### src/pkg/rmw_alu_pkg.sv
// Function
// RQ1: Subtract-borrow reads byte, subtracts carry, writes back
// RQ2: Subtract-borrow updates Z, C, AC, OV; memory result
// RQ3: Increment adds one, writes back, updates flags
// RQ4: Decrement subtracts one, writes back, updates flags
// RQ5: Clear writes zero into the addressed byte
// RQ6: Results wrap modulo 256; carry holds carry/borrow
package rmw_alu_pkg;

	localparam int DATA_W = 8;
	localparam int ADDR_W = 8;
	localparam int NIBBLE_W = 4;
	localparam logic [DATA_W-1:0] ZERO_BYTE = 8'h00;
	localparam logic [DATA_W-1:0] ONE_BYTE = 8'h01;
	localparam logic [3:0] FLAGS_RST = 4'h0;

	typedef enum logic [1:0] {
		OP_SUBC,
		OP_INC,
		OP_DEC,
		OP_CLEAR
	} rmw_op_t;

	typedef struct packed {
		logic ov;
		logic ac;
		logic c;
		logic z;
	} alu_flags_t;

	typedef struct packed {
		rmw_op_t op;
		logic [ADDR_W-1:0] addr;
	} rmw_req_t;

endpackage

### src/logic/memory_rmw_alu_ops.sv
module memory_rmw_alu_ops
	import rmw_alu_pkg::*;
#(
	parameter int DATA_BITS = DATA_W,
	parameter int ADDR_BITS = ADDR_W
)
(
	input wire logic clk_i,
	input wire logic sys_rst_i,
	input wire logic start_i,
	input wire rmw_req_t req_i,
	input wire alu_flags_t flags_i,
	output logic busy_o,
	output logic mem_rd_o,
	output logic [ADDR_W-1:0] mem_addr_o,
	input wire logic [DATA_W-1:0] mem_rdata_i,
	output logic mem_wr_o,
	output logic [DATA_W-1:0] mem_wdata_o,
	output logic done_o,
	output logic flags_we_o,
	output alu_flags_t flags_o
);

	typedef enum logic [1:0] {
		ST_IDLE,
		ST_READ,
		ST_WRITE
	} state_t;

	// Request fields are latched at issue; the decoder may move them while busy
	state_t state_r, state_nxt;
	rmw_op_t op_r, op_nxt;
	logic [ADDR_W-1:0] addr_r, addr_nxt;
	logic carry_in_r, carry_in_nxt;
	logic rd_r, rd_nxt;
	logic wr_r, wr_nxt;
	logic done_r, done_nxt;
	logic fwe_r, fwe_nxt;
	logic [DATA_W-1:0] wdata_r, wdata_nxt;
	alu_flags_t flags_r, flags_nxt;

	////////////////////////////////////////////////////////////////////////
	// Elaboration checks

	// The request struct and the byte constants fix both widths
	if (DATA_BITS != DATA_W) begin : g_bad_data_bits
		$error("DATA_BITS must match the package data width");
	end
	if (ADDR_BITS != ADDR_W) begin : g_bad_addr_bits
		$error("ADDR_BITS must match the request address width");
	end
	// Auxiliary carry needs a bit above the low nibble
	if (DATA_BITS <= NIBBLE_W) begin : g_bad_nibble
		$error("DATA_BITS must exceed the nibble width");
	end

	////////////////////////////////////////////////////////////////////////
	// Opcode decoding shared by the datapath and the sequencer

	function automatic logic op_subtracts(input rmw_op_t op);
		return (op == OP_SUBC) || (op == OP_DEC);
	endfunction

	function automatic logic op_reads_memory(input rmw_op_t op);
		// Clear discards the old byte, so it skips the read cycle
		return (op != OP_CLEAR);
	endfunction

	////////////////////////////////////////////////////////////////////////
	// Arithmetic: one adder serves all three arithmetic ops

	logic [DATA_W-1:0] operand;
	logic sub_mode;
	logic [DATA_W:0] full_res;
	logic [NIBBLE_W:0] half_res;
	logic [DATA_W-1:0] result;
	wire [DATA_BITS:0] nonzero_chain;
	alu_flags_t calc_flags;

	// One adder serves all three ops; the operand is never above one
	always_comb begin
		operand = ZERO_BYTE;
		sub_mode = op_subtracts(op_r);
		case (op_r)
			OP_SUBC: begin
				operand = {{(DATA_W-1){1'b0}}, carry_in_r}; // RQ1
			end
			OP_INC: begin
				operand = ONE_BYTE; // RQ3
			end
			OP_DEC: begin
				operand = ONE_BYTE; // RQ4
			end
			default: begin
				operand = ZERO_BYTE;
			end
		endcase
		// Carry is borrow for subtraction, carry-out for addition
		if (sub_mode) begin
			full_res = {1'b0, mem_rdata_i} - {1'b0, operand}; // RQ6
			half_res = {1'b0, mem_rdata_i[NIBBLE_W-1:0]} - {1'b0, operand[NIBBLE_W-1:0]};
		end else begin
			full_res = {1'b0, mem_rdata_i} + {1'b0, operand}; // RQ6
			half_res = {1'b0, mem_rdata_i[NIBBLE_W-1:0]} + {1'b0, operand[NIBBLE_W-1:0]};
		end
		result = full_res[DATA_W-1:0]; // RQ6
	end

	// Zero detect as an OR ripple, short enough at byte width
	assign nonzero_chain[0] = 1'b0;
	for (genvar b = 0; b < DATA_BITS; b++) begin : g_zero_detect
		assign nonzero_chain[b+1] = nonzero_chain[b] | result[b];
	end

	////////////////////////////////////////////////////////////////////////
	// Flags from the shared adder

	always_comb begin
		calc_flags.z = ~nonzero_chain[DATA_BITS]; // RQ2
		calc_flags.c = full_res[DATA_W]; // RQ2
		calc_flags.ac = half_res[NIBBLE_W]; // RQ2
		// Signed overflow: operand sign agrees (add) or differs (sub), result differs
		calc_flags.ov = (mem_rdata_i[DATA_W-1] ^ operand[DATA_W-1] ^ ~sub_mode)
			& (result[DATA_W-1] ^ mem_rdata_i[DATA_W-1]); // RQ2
	end

	////////////////////////////////////////////////////////////////////////
	// Sequencer: arithmetic reads, then writes back with flag update; clear skips the read and the flags
	// Arithmetic: read strobe, write and flag pulse, then done
	// Clear: write, then done; the next start may share the done cycle

	always_comb begin
		state_nxt = state_r;
		op_nxt = op_r;
		addr_nxt = addr_r;
		carry_in_nxt = carry_in_r;
		rd_nxt = 1'b0;
		wr_nxt = 1'b0;
		done_nxt = 1'b0;
		fwe_nxt = 1'b0;
		wdata_nxt = wdata_r;
		flags_nxt = flags_r;
		// A start outside ST_IDLE is dropped: there is no request queue
		case (state_r)
			ST_IDLE: begin
				if (start_i) begin
					op_nxt = req_i.op;
					addr_nxt = req_i.addr;
					// Carry is latched at issue so a later flag write cannot skew it
					carry_in_nxt = flags_i.c;
					if (!op_reads_memory(req_i.op)) begin
						// No read needed: the old contents are discarded
						wdata_nxt = ZERO_BYTE; // RQ5
						wr_nxt = 1'b1; // RQ5
						state_nxt = ST_WRITE;
					end else begin
						rd_nxt = 1'b1;
						state_nxt = ST_READ;
					end
				end
			end
			ST_READ: begin
				// Memory answers within the strobe cycle; a registered memory needs a wait state
				wdata_nxt = result; // RQ1
				wr_nxt = 1'b1; // RQ1
				// Clear never passes here, so it leaves the flags untouched
				fwe_nxt = 1'b1; // RQ2
				flags_nxt = calc_flags; // RQ2
				state_nxt = ST_WRITE;
			end
			ST_WRITE: begin
				done_nxt = 1'b1;
				state_nxt = ST_IDLE;
			end
			default: begin
				state_nxt = ST_IDLE;
			end
		endcase
	end

	////////////////////////////////////////////////////////////////////////
	// State registers: synchronous reset, no enable

	always_ff @(posedge clk_i) begin
		if (sys_rst_i) begin
			state_r <= ST_IDLE;
			op_r <= OP_SUBC;
			addr_r <= '0;
			carry_in_r <= 1'b0;
			rd_r <= 1'b0;
			wr_r <= 1'b0;
			done_r <= 1'b0;
			fwe_r <= 1'b0;
			wdata_r <= ZERO_BYTE;
			flags_r <= FLAGS_RST;
		end else begin
			state_r <= state_nxt;
			op_r <= op_nxt;
			addr_r <= addr_nxt;
			carry_in_r <= carry_in_nxt;
			rd_r <= rd_nxt;
			wr_r <= wr_nxt;
			done_r <= done_nxt;
			fwe_r <= fwe_nxt;
			wdata_r <= wdata_nxt;
			flags_r <= flags_nxt;
		end
	end

	////////////////////////////////////////////////////////////////////////
	// Outputs: busy is decoded from state, everything else is a flop

	assign busy_o = (state_r != ST_IDLE);
	assign mem_rd_o = rd_r;
	assign mem_wr_o = wr_r;
	assign mem_addr_o = addr_r;
	assign mem_wdata_o = wdata_r;
	assign done_o = done_r;
	assign flags_we_o = fwe_r;
	assign flags_o = flags_r;

endmodule // memory_rmw_alu_ops

### config.mk
export PLATFORM = sky130hd
export DESIGN_NAME = memory_rmw_alu_ops
export DESIGN_NICKNAME = d
export VERILOG_FILES = /design/src/pkg/rmw_alu_pkg.sv /design/src/logic/memory_rmw_alu_ops.sv
export SDC_FILE = /design/constraint.sdc
export NUM_CORES = 1
export LEC_CHECK = 0
export ABC_AREA = 1
export BUFFER_PORTS_ARGS = -buffer_cell sky130_fd_sc_hd__buf_2
export CAP_MARGIN = 20
export CORE_ASPECT_RATIO = 0.6
export CORE_MARGIN = 3
export CORE_UTILIZATION = 53
export DETAILED_ROUTE_END_ITERATION = 16
export HOLD_SLACK_MARGIN = 0.03
export PLACE_DENSITY = 0.87
export SLEW_MARGIN = 20
export SYNTH_ARGS = -nofsm -noshare
export SYNTH_HDL_FRONTEND = slang
export SYNTH_SLANG_ARGS = --single-unit
### constraint.sdc
create_clock -name clk_i -period 6 [get_ports clk_i]
set_input_delay 1.8 -clock clk_i [delete_from_list [all_inputs] [get_ports clk_i]]
set_output_delay 1.8 -clock clk_i [all_outputs]
set_load 0.01 [all_outputs]
-- Word-level counts from Yosys, hierarchy flattened
Cells that the tools add are included.
- flip-flop bits (word level): 29
- input bits: 25
- word-level logic and storage cells: 63
- $add $sub $neg: 4
- equality and inequality tests: 7
- mux-type cells: 15
- bitwise gates (word level): 15
- reduce and logical (&&, ||, !) cells: 9
- operators by type and width (operator ; count):
    $mux W8 ; 2
    $pmux W8 S2 ; 1
    $add A8 B8 Y9 ; 1
    $mux W9 ; 1
    $sub A8 B8 Y9 ; 1
    $or A1 B1 Y1 ; 7
    $ne A2 B2 Y1 const B ; 3
    $add A4 B4 Y5 ; 1
    $mux W1 ; 5
    $mux W5 ; 1
    $sub A4 B4 Y5 ; 1
    $eq A2 B1 Y1 const B ; 2
    $eq A2 B2 Y1 const B ; 2
    $logic_not A2 Y1 ; 2
    $mux W2 ; 2
    $not A1 Y1 ; 4
    $pmux W1 S2 ; 2
    $pmux W2 S2 ; 1
    $reduce_bool A2 Y1 ; 2
    $reduce_and A3 Y1 ; 1
    $reduce_or A3 Y1 ; 1
    $reduce_and A2 Y1 ; 1
    $reduce_or A2 Y1 ; 1
    $xor A1 B1 Y1 ; 2
    other kinds (3) ; 3

-- Logic depth before layout (Yosys ltp)
Gate-level depths: netlist of the first run.
- depth after elaboration: 13
- gate-level depth with buffers: 17
- gate-level depth less buffers: 17

-- Least setup slack after synthesis of the first run
No wires, ideal clock.
- path kind: input-to-reg
- start point: input mem_rdata_i[0]
- end point: register flags_r (netlist bit flags_o[1])
- library setup time: 109 ps
- data arrival time: 3042 ps
- required time: 5891 ps
- slack: 2849 ps
- cell stages on the path: 14
- path through: inv_1 -> ha_1 -> inv_1 -> fa_1 -> nand3_1 -> nand2_2 -> nand2_2 -> nand2_1 -> nand3_1 -> nand2_1 -> nand2_1 -> nand3_1 -> nand2_1 -> inv_1
- longest elaborated chain between the ends: 2
- elaborated cells between the ends (all ways): 3
- RTL lines (what ; RTL line ; RTL):
    start, declared ; memory_rmw_alu_ops.sv:16 ; input wire logic [DATA_W-1:0] mem_rdata_i,
    $add A8 B8 Y9 / $sub A8 B8 Y9 (equally long branches) ; memory_rmw_alu_ops.sv:103, memory_rmw_alu_ops.sv:100 ;
    $mux W9 * ; memory_rmw_alu_ops.sv:99 ; if (sub_mode) begin
    end signal, assigned ; memory_rmw_alu_ops.sv:206 ; flags_r <= flags_nxt;
    end, declared ; memory_rmw_alu_ops.sv:40 ; alu_flags_t flags_r, flags_nxt;
Mark *: on every way between the ends. The rest lies on a longest branch, timed or not.
A chain may end at the register's enable or synchronous reset.

-- Worst setup path in the final report of the first run
Same ends and word-level chain as after synthesis.

==> qor.log, run 1 <==
[drt] ratio of routed vias to standard cells 5.23
[clock_tree] Clock Latency Late Sink 280 ps
[clock_tree] CTS tree built
[job] count of max-cap constraint violations 0
[global_routing] met3 usage 7.48%
[setup_path] reg-to-reg startpoint op_r[0]
[sta] setup repair after global routing missed its margin no
[global_routing] global-route track usage on met1 30.9%
[setup_path] kind of cell adding the most delay to the critical path simple AND/OR/NAND/NOR gates
[die] Rows 14
[setup_path] startpoint kind of the worst setup timing path input pin
[placement] DP Wirelength 2690 µm
[outcome] run status complete, no violations
[cells_and_area] layout cells sized above 1 24.7%
[global_routing] maximum number of pins on one net before global-route repair 20
[clock_tree] CTS clock-pin slew for the worst setup and hold paths 60 ps
[sta] Worst Max-Slew Pin Slew 531 ps
[global_routing] total congestion overflow 0
[sta] Period minus WS final 3140 ps
[placement] count of buffers from port buffering 46
[drt] number of detailed-route iterations in the first pass 4
[clock_tree] clock sink total 29
[cells_and_area] count of inserted antenna diode cells 0
[clock_tree] count of H-tree levels built during CTS 2
[setup_path] WS Path Type in2reg
[yosys] number of warnings reported in the yosys synthesis log 0
[global_routing] vias in the first global route 1,253
[worst_hold_path] worst min-delay path startpoint state_r[0]
[setup_path] biggest fanout along the worst timing path 4
[placement] placed cell count 279
[drt] drt wl/cell 12.2 µm
[sta] worst clock skew 2.52 ps
[sta] final clock period utilization by the worst path 52.4%
[worst_hold_path] class of the worst hold path reg2reg
[cells_and_area] most common cell after layout, fill and taps aside buf_2
[cells_and_area] area overhead of the layout relative to synthesis 23.8%
[yosys] post-synth design cell area 1510 µm²
[drt] DRC marker count from the first detailed-route iteration 97
[setup_path] endpoint kind of the worst setup timing path flip-flop
[drt] remaining number of nets flagged by the antenna check after routing 0
[die] width of the die 74.9 µm
[power_and_ir_drop] Max VDD drop 0.194 mV
[sta] fin worst setup slack 2860 ps
[yosys] Cell variety after synth 25
[die] die boundary height 47.3 µm
[clock_tree] Post-CTS Hold Fix Bufs 0
[clock_tree] number of gates given a new drive strength after cts 0
[cells_and_area] most frequent cells in the layout 46 x buf_2, 32 x nand2_1, 30 x nor2_1, 29 x dfxtp_1, 25 x inv_1
[global_routing] Total Routing Usage GR 21.6%
[clock_tree] cts bufs inserted 5
[die] boundary pin count 50
[clock_tree] buffer levels on the longest clock path 2
[yosys] synthesis-stage register bit count 29
[setup_path] Buf+Inv Stages, Crit Path 4
[sta] remaining max-slew budget at the tightest pin 64.5%
[global_routing] busiest layer in global routing met1
[placement] worst setup slack after placement 2600 ps
[sta] Pins Over Slew Limit 0
[yosys] syn_nets 242
[global_routing] global-route wire length before repair 5610 µm
[global_routing] initial antenna violation count 0
[placement] routability cong. 0.852
[sta] Hold Fails Final Rpt 0
[die] area of the die 3540 µm²
[sta] aggregate negative setup slack 0 ps
[setup_path] critical path required time 6180 ps
[power_and_ir_drop] Final Total Pwr 0.518 mW
[yosys] Synth Instances 204
[setup_path] CP most frequent cell nand2_1
[cells_and_area] final-stage net count 292
[die] effective utilization at floorplan 57.8%
[yosys] syn_area_per_cell 7.39 µm²
[cells_and_area] final std cells w/o fill 287
[drt] number of vias after detailed routing 1,501
[setup_path] path length in cells of the critical path 15
[power_and_ir_drop] static leakage power 0.973 nW
[clock_tree] Root Buffer Master clkbuf_8
[sta] Final setup violation count 0
[clock_tree] Post-CTS Setup Inserts 0
[setup_path] slowest library cell on the worst path fa_1
[setup_path] series of cell instances along the critical path buf_2 > inv_1 > ha_1 > inv_1 > fa_1 > nand3_1 > nand2_2 > nand2_2 > nand2_1 > nand3_1 > nand2_1 > nand2_1 > nand3_1 > nand2_1 > inv_1
[global_routing] routing usage on met2 30.6%
[setup_path] CP startpoint mem_rdata_i[0]
[setup_path] Critical Path Max Stage Delay 420 ps
[worst_hold_path] number of cells on the worst hold path 1
[sta] Max Clock Freq 318 MHz
[die] core area 2610 µm²
[yosys] post-synthesis sequential area ratio 38.5%
[drt] DRC violations left 0
[setup_path] Worst Path Arrival 3330 ps
[power_and_ir_drop] PD cells 277 nW/µm²
[drt] Post-Route WL 3510 µm
[setup_path] Reg2Reg Depth 14
[per-stage QoR]
step	hold WS (ps)	utilization, %	instance area [µm²]
global route	470	71.5	1870
floorplan	422	-	1510
detailed placement	444	67.6	1770
CTS	454	71.5	1870
global placement	443	67.6	1770
finish	454	71.5	1870
[path summary, 6_finish.rpt]
kind                endpoint  slack [ps]
setup / recovery  flags_o[1]        2860
hold reg to reg       done_o         450
setup reg to reg  flags_o[0]        3600
hold / removal        done_o         450
[cells by family (layout without fill, tap and decap cells)]
group	Yosys count	after routing	synth area share (%)
buffers and inverters	30	81	7.55
adders and majority gates	13	13	11.3
and+or+nand+nor	99	99	29.8
DFF	29	29	38.5
AOI/OAI and AO/OA	31	31	11.7
xor gates and xnor gates	2	2	1.16
[report_power, final]
group | internal (mW) | total [mW] | switching, mW
logic | 0.0485 | 0.130 | 0.0811
clock network | 0.103 | 0.175 | 0.0718
registers | 0.206 | 0.213 | 0.00704
total | 0.358 | 0.518 | 0.160
[cell type report]
cell class	instances	area [µm²]
clock inverter	1	5.00
tap	32	40.0
clock buffer	7	96.3
timing repair buffer	46	230
sequential	29	581
fill	219	743
multi-input combinational	145	813
inverter	27	101
[cells in the mapped netlist]
master    count  share of area, %
a21oi_1       8               2.7
a21oi_2       1              0.58
a31oi_2       1              0.83
a32o_1        2               1.3
buf_2         1              0.33
clkbuf_1      2              0.50
clkinv_1      2              0.50
dfxtp_1      29                39
fa_1          1               1.3
ha_1         12                10
inv_1        25               6.2
nand2_1      32               8.0
nand2_2       3               1.2
nand3_1      22               7.3
nand3_2       1              0.66
nand3b_1      2               1.0
nand4_1       1              0.42
nor2_1       30               7.5
nor2_2        1              0.42
nor2_4        2               1.5
nor3_1        3               1.0
o21ai_0      19               6.3
or2_1         1              0.42
or3_1         1              0.42
xor2_1        2               1.2
[registers in the layout, summed over array words and instances, names as in the netlist]
| register | flops |
|---|---|
| mem_wdata_o | 8 |
| mem_wr_o | 1 |
| mem_rd_o | 1 |
| done_o | 1 |
| op_r | 2 |
| flags_o | 4 |
| mem_addr_o | 8 |
| flags_we_o | 1 |
| state_r | 2 |
| carry_in_r | 1 |
[worst reg2reg max path: stages, from the launching register on]
cell,delay (ps)
dfxtp_1,360
inv_1,100
ha_1,290
a21oi_1,130
nor2_1,70
ha_1,170
inv_1,120
fa_1,430
inv_1,90
nand3_1,70
nor2_1,90
nand3_1,90
nor2_1,120
nand3_1,100
a21oi_2,110
[routing by layer]
metal | up-vias | wire length (µm)
li1 | 769 | -
met1 | 665 | 1750
met2 | 60 | 1430
met3 | 7 | 272
met4 | 0 | 59
met5 | - | 0
No activity file was read; power rests on OpenSTA's default activity.
==> run 2: changes to the inputs <==
--- a/config.mk
+++ b/config.mk
@@ -5,15 +5,15 @@
 export SDC_FILE = /design/constraint.sdc
 export NUM_CORES = 1
 export LEC_CHECK = 0
-export ABC_AREA = 1
+export ABC_AREA = 0
 export BUFFER_PORTS_ARGS = -buffer_cell sky130_fd_sc_hd__buf_2
 export CAP_MARGIN = 20
 export CORE_ASPECT_RATIO = 0.6
 export CORE_MARGIN = 3
-export CORE_UTILIZATION = 53
+export CORE_UTILIZATION = 44
 export DETAILED_ROUTE_END_ITERATION = 16
 export HOLD_SLACK_MARGIN = 0.03
-export PLACE_DENSITY = 0.87
+export PLACE_DENSITY = 0.79
 export SLEW_MARGIN = 20
 export SYNTH_ARGS = -nofsm -noshare
 export SYNTH_HDL_FRONTEND = slang
==> constraint.sdc (replaced) <==
create_clock -name clk_i -period 2.6 [get_ports clk_i]
set_input_delay 0.78 -clock clk_i [delete_from_list [all_inputs] [get_ports clk_i]]
set_output_delay 0.78 -clock clk_i [all_outputs]
set_load 0.01 [all_outputs]
==> qor.log, run 2 <==
[clock_tree] CTS tree built
[sta] Max Clock Freq 372 MHz
[setup_path] endpoint kind of the worst setup timing path flip-flop
[yosys] fraction of post-synthesis cell area in the top cell type by area 41.3%
[drt] DRC violations left 0
[yosys] syn_area_per_cell 9.07 µm²
[clock_tree] Post-CTS Hold Fix Bufs 0
[global_routing] total congestion overflow 0
[die] Rows 15
[cells_and_area] Sequential Area 583 µm²
[setup_path] WS Path Type reg2reg
[drt] remaining number of nets flagged by the antenna check after routing 0
[cells_and_area] layout cells sized above 1 42.0%
[yosys] number of enable-type register cells in the synthesized netlist 0
[yosys] number of warnings reported in the yosys synthesis log 0
[drt] drt wl/cell 13.8 µm
[global_routing] initial antenna violation count 0
[cells_and_area] area of the multi-input gates 823 µm²
[placement] worst setup slack after placement -174 ps
[worst_hold_path] class of the worst hold path reg2reg
[yosys] top cells by area in the synthesized netlist dfxtp_1 41%, ha_1 11%, nand2_1 6.7%
[yosys] post-synth design cell area 1410 µm²
[drt] number of vias after detailed routing 1,338
[die] area of the die 3930 µm²
[yosys] syn_nets 193
[sta] final clock period utilization by the worst path 103%
[global_routing] Total Routing Usage GR 18.9%
[cells_and_area] most frequent cells in the layout 46 x buf_2, 27 x dfxtp_1, 25 x nand2_1, 16 x buf_4, 14 x a21oi_1
[die] width of the die 79.0 µm
[clock_tree] buffer levels on the longest clock path 2
[yosys] most frequently used flop master after synthesis dfxtp_1
[yosys] cell with the most instances after synthesis dfxtp_1
[setup_path] Critical Path Max Stage Delay 520 ps
[drt] ratio of routed vias to standard cells 5.13
[drt] Post-Route WL 3610 µm
[die] boundary pin count 50
[placement] routability cong. 0.906
[drt] DRC marker count from the first detailed-route iteration 45
[cells_and_area] count of fill cells added during filler insertion 234
[setup_path] CP most frequent cell inv_2
[clock_tree] Root Buffer Master clkbuf_8
[sta] remaining max-slew budget at the tightest pin 67.3%
[placement] DP Wirelength 2410 µm
[sta] Hold Fails Final Rpt 0
[setup_path] biggest fanout along the worst timing path 2
[yosys] fraction of synthesis flops using an asynchronous set or reset pin 0%
[yosys] Synth Instances 155
[die] core area 2970 µm²
[sta] Period minus WS final 2690 ps
[placement] count of buffers from port buffering 46
[power_and_ir_drop] Final Total Pwr 1.28 mW
[setup_path] startpoint kind of the worst setup timing path flip-flop
[outcome] violated checks negative setup slack
[die] effective utilization at floorplan 47.4%
[cells_and_area] final-stage net count 256
[setup_path] series of cell instances along the critical path inv_2 > ha_4 > a21oi_1 > nor2_1 > ha_2 > inv_2 > fa_2 > a21o_1 > a21oi_4 > xnor2_2 > or4b_4 > o41ai_2
[global_routing] global-route wire length before repair 5890 µm
[power_and_ir_drop] static leakage power 0.920 nW
[die] die boundary height 49.8 µm
[sta] worst clock skew 3.59 ps
[yosys] synthesis-stage register bit count 29
[sta] aggregate negative setup slack -191 ps
[drt] number of detailed-route iterations in the first pass 4
[cells_and_area] utilization of the core after routing 66.1%
[clock_tree] clock sink total 29
[setup_path] critical path required time 2780 ps
[setup_path] Worst Path Arrival 2870 ps
[clock_tree] count of H-tree levels built during CTS 2
[setup_path] reg-to-reg slack, setup -90 ps
[outcome] run status complete, but fails checks
[global_routing] maximum number of pins on one net before global-route repair 23
[job] count of max-cap constraint violations 0
[setup_path] slowest library cell on the worst path or4b_4
[yosys] library cell occupying the most area in the post-synthesis netlist dfxtp_1
[power_and_ir_drop] Max VDD drop 0.277 mV
[sta] setup repair after global routing missed its margin yes
[clock_tree] CTS clock-pin slew for the worst setup and hold paths 60 ps
[yosys] Cell variety after synth 35
[yosys] most frequent cells after synthesis 29 x dfxtp_1, 25 x nand2_1, 15 x a21oi_1
[global_routing] vias in the first global route 1,252
[yosys] post-synthesis sequential area ratio 41.3%
[clock_tree] cts bufs inserted 5
[cells_and_area] most common cell after layout, fill and taps aside buf_2
[sta] fin worst setup slack -87.3 ps
[sta] Worst Max-Slew Pin Slew 489 ps
[sta] Pins Over Slew Limit 0
[power_and_ir_drop] PD cells 654 nW/µm²
[cells_and_area] count of inserted antenna diode cells 0
[cells_and_area] area overhead of the layout relative to synthesis 39.4%
[clock_tree] Clock Latency Late Sink 270 ps
[sta] Final setup violation count 3
run 2: cell count changes in the layout (fill, tap and decap cells not counted), moves of 4 or more:
cell      delta
inv_1       -21
inv_2        +5
nand2_1      -7
o21ai_0     -15
nor2_1      -19
nand3_1     -22
buf_4       +16
xnor2_1      +4
a21oi_1      +6
a22o_1       +7
a211oi_1     +4
run 2: critical path, delay by kind of cell (launching register included):
kind	cells	cell delay, ps
AOI/OAI and AO/OA	4	620
DFF	1	340
xor gates and xnor gates	1	100
and+or+nand+nor	2	640
adders and majority gates	3	810
buffers and inverters	2	90
run 2: layout make-up:
| class | count | share of cell area [%] |
|---|---|---|
| flip-flops and latches | 29 | 29.8 |
| clock buffers | 7 | 4.41 |
| repair buffers | 62 | 17.9 |
| well taps | 42 | 2.68 |
| clock inverters | 1 | 1.53 |
| multi-input cells | 111 | 42.0 |
| inverters | 9 | 1.72 |
run 2: layer usage:
metal / up-vias / wire length (µm) / share of wire [%] / track usage (%)
met3: 6 / 183 / 5.1 / 5.84
li1: 664 / - / - / -
met1: 632 / 1760 / 49 / 26.9
met2: 36 / 1620 / 45 / 27.7
met5: - / 0 / 0 / 0
met4: 0 / 42 / 1.2 / 5.14
run 2: power breakdown:
part	total (mW)	internal (mW)	switching, mW
clock network	0.473	0.312	0.161
logic	0.322	0.151	0.171
registers	0.486	0.472	0.0139
run 2: through the flow:
stage / instances / cell area [µm²] / hold WS, ps
4_1_cts: 259 / 1910 / 454
6_report: 261 / 1960 / 454
3_3_place_gp: 245 / 1710 / 435
5_1_grt: 261 / 1960 / 482
3_5_place_dp: 245 / 1710 / 446
2_1_floorplan: 155 / 1410 / 436
run 2: cells by family after synthesis:
group                    share of synthesized area [%]
AND/OR/NAND/NOR                                   16.4
AO/OA/AOI/OAI                                     20.7
adder cells (fa/ha/maj)                           12.1
XOR/XNOR                                          4.36
buffers and inverters                             5.08
flip-flops                                        41.3
run 2: worst paths after layout:
path | endpoint | depth (start not counted) | start
setup / recovery | flags_o[0] | 12 | op_r[1]
setup reg to reg | flags_o[0] | 12 | op_r[1]
hold / removal | mem_addr_o[0] | 2 | mem_addr_o[0]
hold reg to reg | mem_addr_o[0] | 2 | mem_addr_o[0]
run 2: what timing repair did:
action	4_1_cts	5_1_grt
setup buffers	6	2
gates resized for setup	11	6
pin swaps	2	0
setup endpoints to repair	2	4
==> run 3: changes to the inputs <==
--- a/config.mk
+++ b/config.mk
@@ -13,7 +13,7 @@
 export CORE_UTILIZATION = 44
 export DETAILED_ROUTE_END_ITERATION = 16
 export HOLD_SLACK_MARGIN = 0.03
-export PLACE_DENSITY = 0.79
+export PLACE_DENSITY = 0.75
 export SLEW_MARGIN = 20
 export SYNTH_ARGS = -nofsm -noshare
 export SYNTH_HDL_FRONTEND = slang
==> qor.log, run 3 (synthesized netlist as in run 2, its figures left out) <==
[outcome] run status complete, but fails checks
[outcome] violated checks negative setup slack
[sta] remaining max-slew budget at the tightest pin 65.4%
[worst_hold_path] class of the worst hold path reg2reg
[cells_and_area] area overhead of the layout relative to synthesis 33.7%
[clock_tree] cts bufs inserted 5
[sta] worst clock skew 7.81 ps
[setup_path] kind of cell adding the most delay to the critical path adder cells
[drt] drt wl/cell 14.3 µm
[cells_and_area] most common cell after layout, fill and taps aside buf_2
[setup_path] Critical Path Max Stage Delay 540 ps
[setup_path] Buf+Inv Stages, Crit Path 2
[global_routing] Total Routing Usage GR 19.8%
[drt] number of vias after detailed routing 1,315
[setup_path] critical path required time 2790 ps
[setup_path] reg-to-reg startpoint op_r[0]
[setup_path] Reg2Reg Depth 12
[placement] worst setup slack after placement -234 ps
[setup_path] slowest library cell on the worst path or4b_4
[sta] Hold Fails Final Rpt 0
[drt] Post-Route WL 3690 µm
[power_and_ir_drop] combinational cell fraction of total power 25.8%
[drt] DRC violations left 0
[setup_path] series of cell instances along the critical path inv_2 > ha_4 > a21oi_2 > nor2_1 > ha_2 > inv_2 > fa_2 > a21o_1 > a21oi_2 > xnor2_1 > or4b_4 > o41ai_4
[clock_tree] CTS tree built
[power_and_ir_drop] Cell Int Power 0.789 mW
[clock_tree] Root Buffer Master clkbuf_8
[global_routing] total congestion overflow 0
[setup_path] Worst Path Arrival 2940 ps
[power_and_ir_drop] Max VDD drop 0.279 mV
[global_routing] global-route wire length before repair 5980 µm
[power_and_ir_drop] PD cells 611 nW/µm²
[cells_and_area] utilization of the core after routing 63.4%
[clock_tree] buffer levels on the longest clock path 2
[setup_path] reg-to-reg slack, setup -150 ps
[die] area of the die 3930 µm²
[clock_tree] CTS clock-pin slew for the worst setup and hold paths 70 ps
[cells_and_area] final std cells w/o fill 257
[sta] Final setup violation count 1
[die] effective utilization at floorplan 47.4%
[sta] Pins Over Slew Limit 0
[drt] DRC marker count from the first detailed-route iteration 50
[sta] fin worst setup slack -148 ps
[power_and_ir_drop] static leakage power 0.888 nW
[sta] setup repair after global routing missed its margin yes
[sta] final clock period utilization by the worst path 106%
[drt] number of detailed-route iterations in the first pass 4
[setup_path] reg-to-reg endpoint flags_o[0]
[power_and_ir_drop] clock power share 31.9%
[setup_path] startpoint kind of the worst setup timing path flip-flop
[power_and_ir_drop] proportion of power drawn by flip-flops and latches 42.4%
[global_routing] maximum number of pins on one net before global-route repair 22
[drt] remaining number of nets flagged by the antenna check after routing 0
[worst_hold_path] Hold Path Sink mem_addr_o[5]
[job] count of max-cap constraint violations 0
[sta] Max Clock Freq 364 MHz
[die] die boundary height 49.8 µm
[cells_and_area] most frequent cells in the layout 46 x buf_2, 27 x dfxtp_1, 25 x nand2_1, 13 x a21oi_1, 12 x buf_4
[placement] cell area after placement 1740 µm²
[global_routing] initial antenna violation count 0
[cells_and_area] layout cells sized above 1 39.5%
[sta] Period minus WS final 2750 ps
[cells_and_area] post-route standard cell area excluding fillers 1880 µm²
[placement] placed cell count 248
[placement] count of buffers from port buffering 46
[setup_path] WS Path Type reg2reg
[power_and_ir_drop] switching fraction of total power 31.3%
[global_routing] vias in the first global route 1,285
[sta] aggregate negative setup slack -148 ps
[clock_tree] count of H-tree levels built during CTS 2
[setup_path] biggest fanout along the worst timing path 2
[worst_hold_path] worst min-delay path startpoint mem_addr_o[5]
[clock_tree] Clock Latency Late Sink 290 ps
[placement] routability cong. 0.786
[setup_path] path length in cells of the critical path 12
[die] width of the die 79.0 µm
[die] boundary pin count 50
[die] Rows 15
[power_and_ir_drop] switching component of the power 0.360 mW
[die] core area 2970 µm²
[setup_path] endpoint kind of the worst setup timing path flip-flop
[cells_and_area] final-stage net count 252
[placement] DP Wirelength 2800 µm
[cells_and_area] count of inserted antenna diode cells 0
[sta] Worst Max-Slew Pin Slew 516 ps
[clock_tree] clock sink total 29
[worst_hold_path] number of cells on the worst hold path 2
[drt] ratio of routed vias to standard cells 5.12
## run 3: changes by cell type in the layout (fill, tap and decap cells not counted), sizes merged
cell      previous run  this run
buf                 62        58
clkinv               0         2
clkbuf               7         5
bufinv               1         0
clkinvlp             0         1
## run 3: area by class of cell
| cell class | count | area [µm²] |
|---|---|---|
| clock buffers | 5 | 68.8 |
| clock inverters | 3 | 17.5 |
| fillers | 257 | 1090 |
| inverters | 9 | 33.8 |
| multi-input cells | 111 | 803 |
| flip-flops and latches | 29 | 583 |
| well taps | 42 | 52.6 |
| repair buffers | 58 | 320 |
## run 3: worst max-delay path by stage
stage	from	slack [ps]	end
finish	op_r[0]	-150	flags_o[0]
global route	op_r[0]	-270	flags_o[0]
CTS	op_r[0]	-130	flags_o[0]
detailed placement	mem_rdata_i[0]	-230	flags_o[0]
global placement	mem_rdata_i[0]	-110	flags_o[0]
floorplan	mem_rdata_i[0]	50	flags_o[0]
## run 3: power by group through the flow
stage / combinational (mW) / clock (mW) / sequential [mW]
2_1_floorplan: 0.153 / 0 / 0.505
3_3_place_gp: 0.257 / 0 / 0.493
3_5_place_dp: 0.270 / 0 / 0.495
4_1_cts: 0.273 / 0.372 / 0.485
5_1_grt: 0.327 / 0.393 / 0.489
6_report: 0.296 / 0.366 / 0.487
## run 3: routing by layer
metal | vias up | track usage [%] | share of wire (%)
li1 | 659 | - | -
met1 | 620 | 25.0 | 48
met2 | 28 | 31.1 | 45
met3 | 8 | 5.84 | 4.9
met4 | 0 | 9.71 | 2.1
met5 | - | 0 | 0
## run 3: timing repair
| action | CTS | global route |
|---|---|---|
| setup buffers | 0 | 1 |
| hold buffers | 0 | 0 |
| pin swaps | 0 | 5 |
| setup endpoints to repair | 3 | 5 |
| resized for setup | 0 | 13 |
## run 3: tightest hold or removal path, stage by stage, from the launching register on
cell	delay, ps
dfxtp_1	310
nand2_1	50
a21oi_1	50
## run 3: metrics by stage
step                hold WS [ps]  power [mW]
finish                       457        1.15
global route                 478        1.21
CTS                          453        1.13
detailed placement           444       0.766
global placement             440       0.750
floorplan                    436       0.658
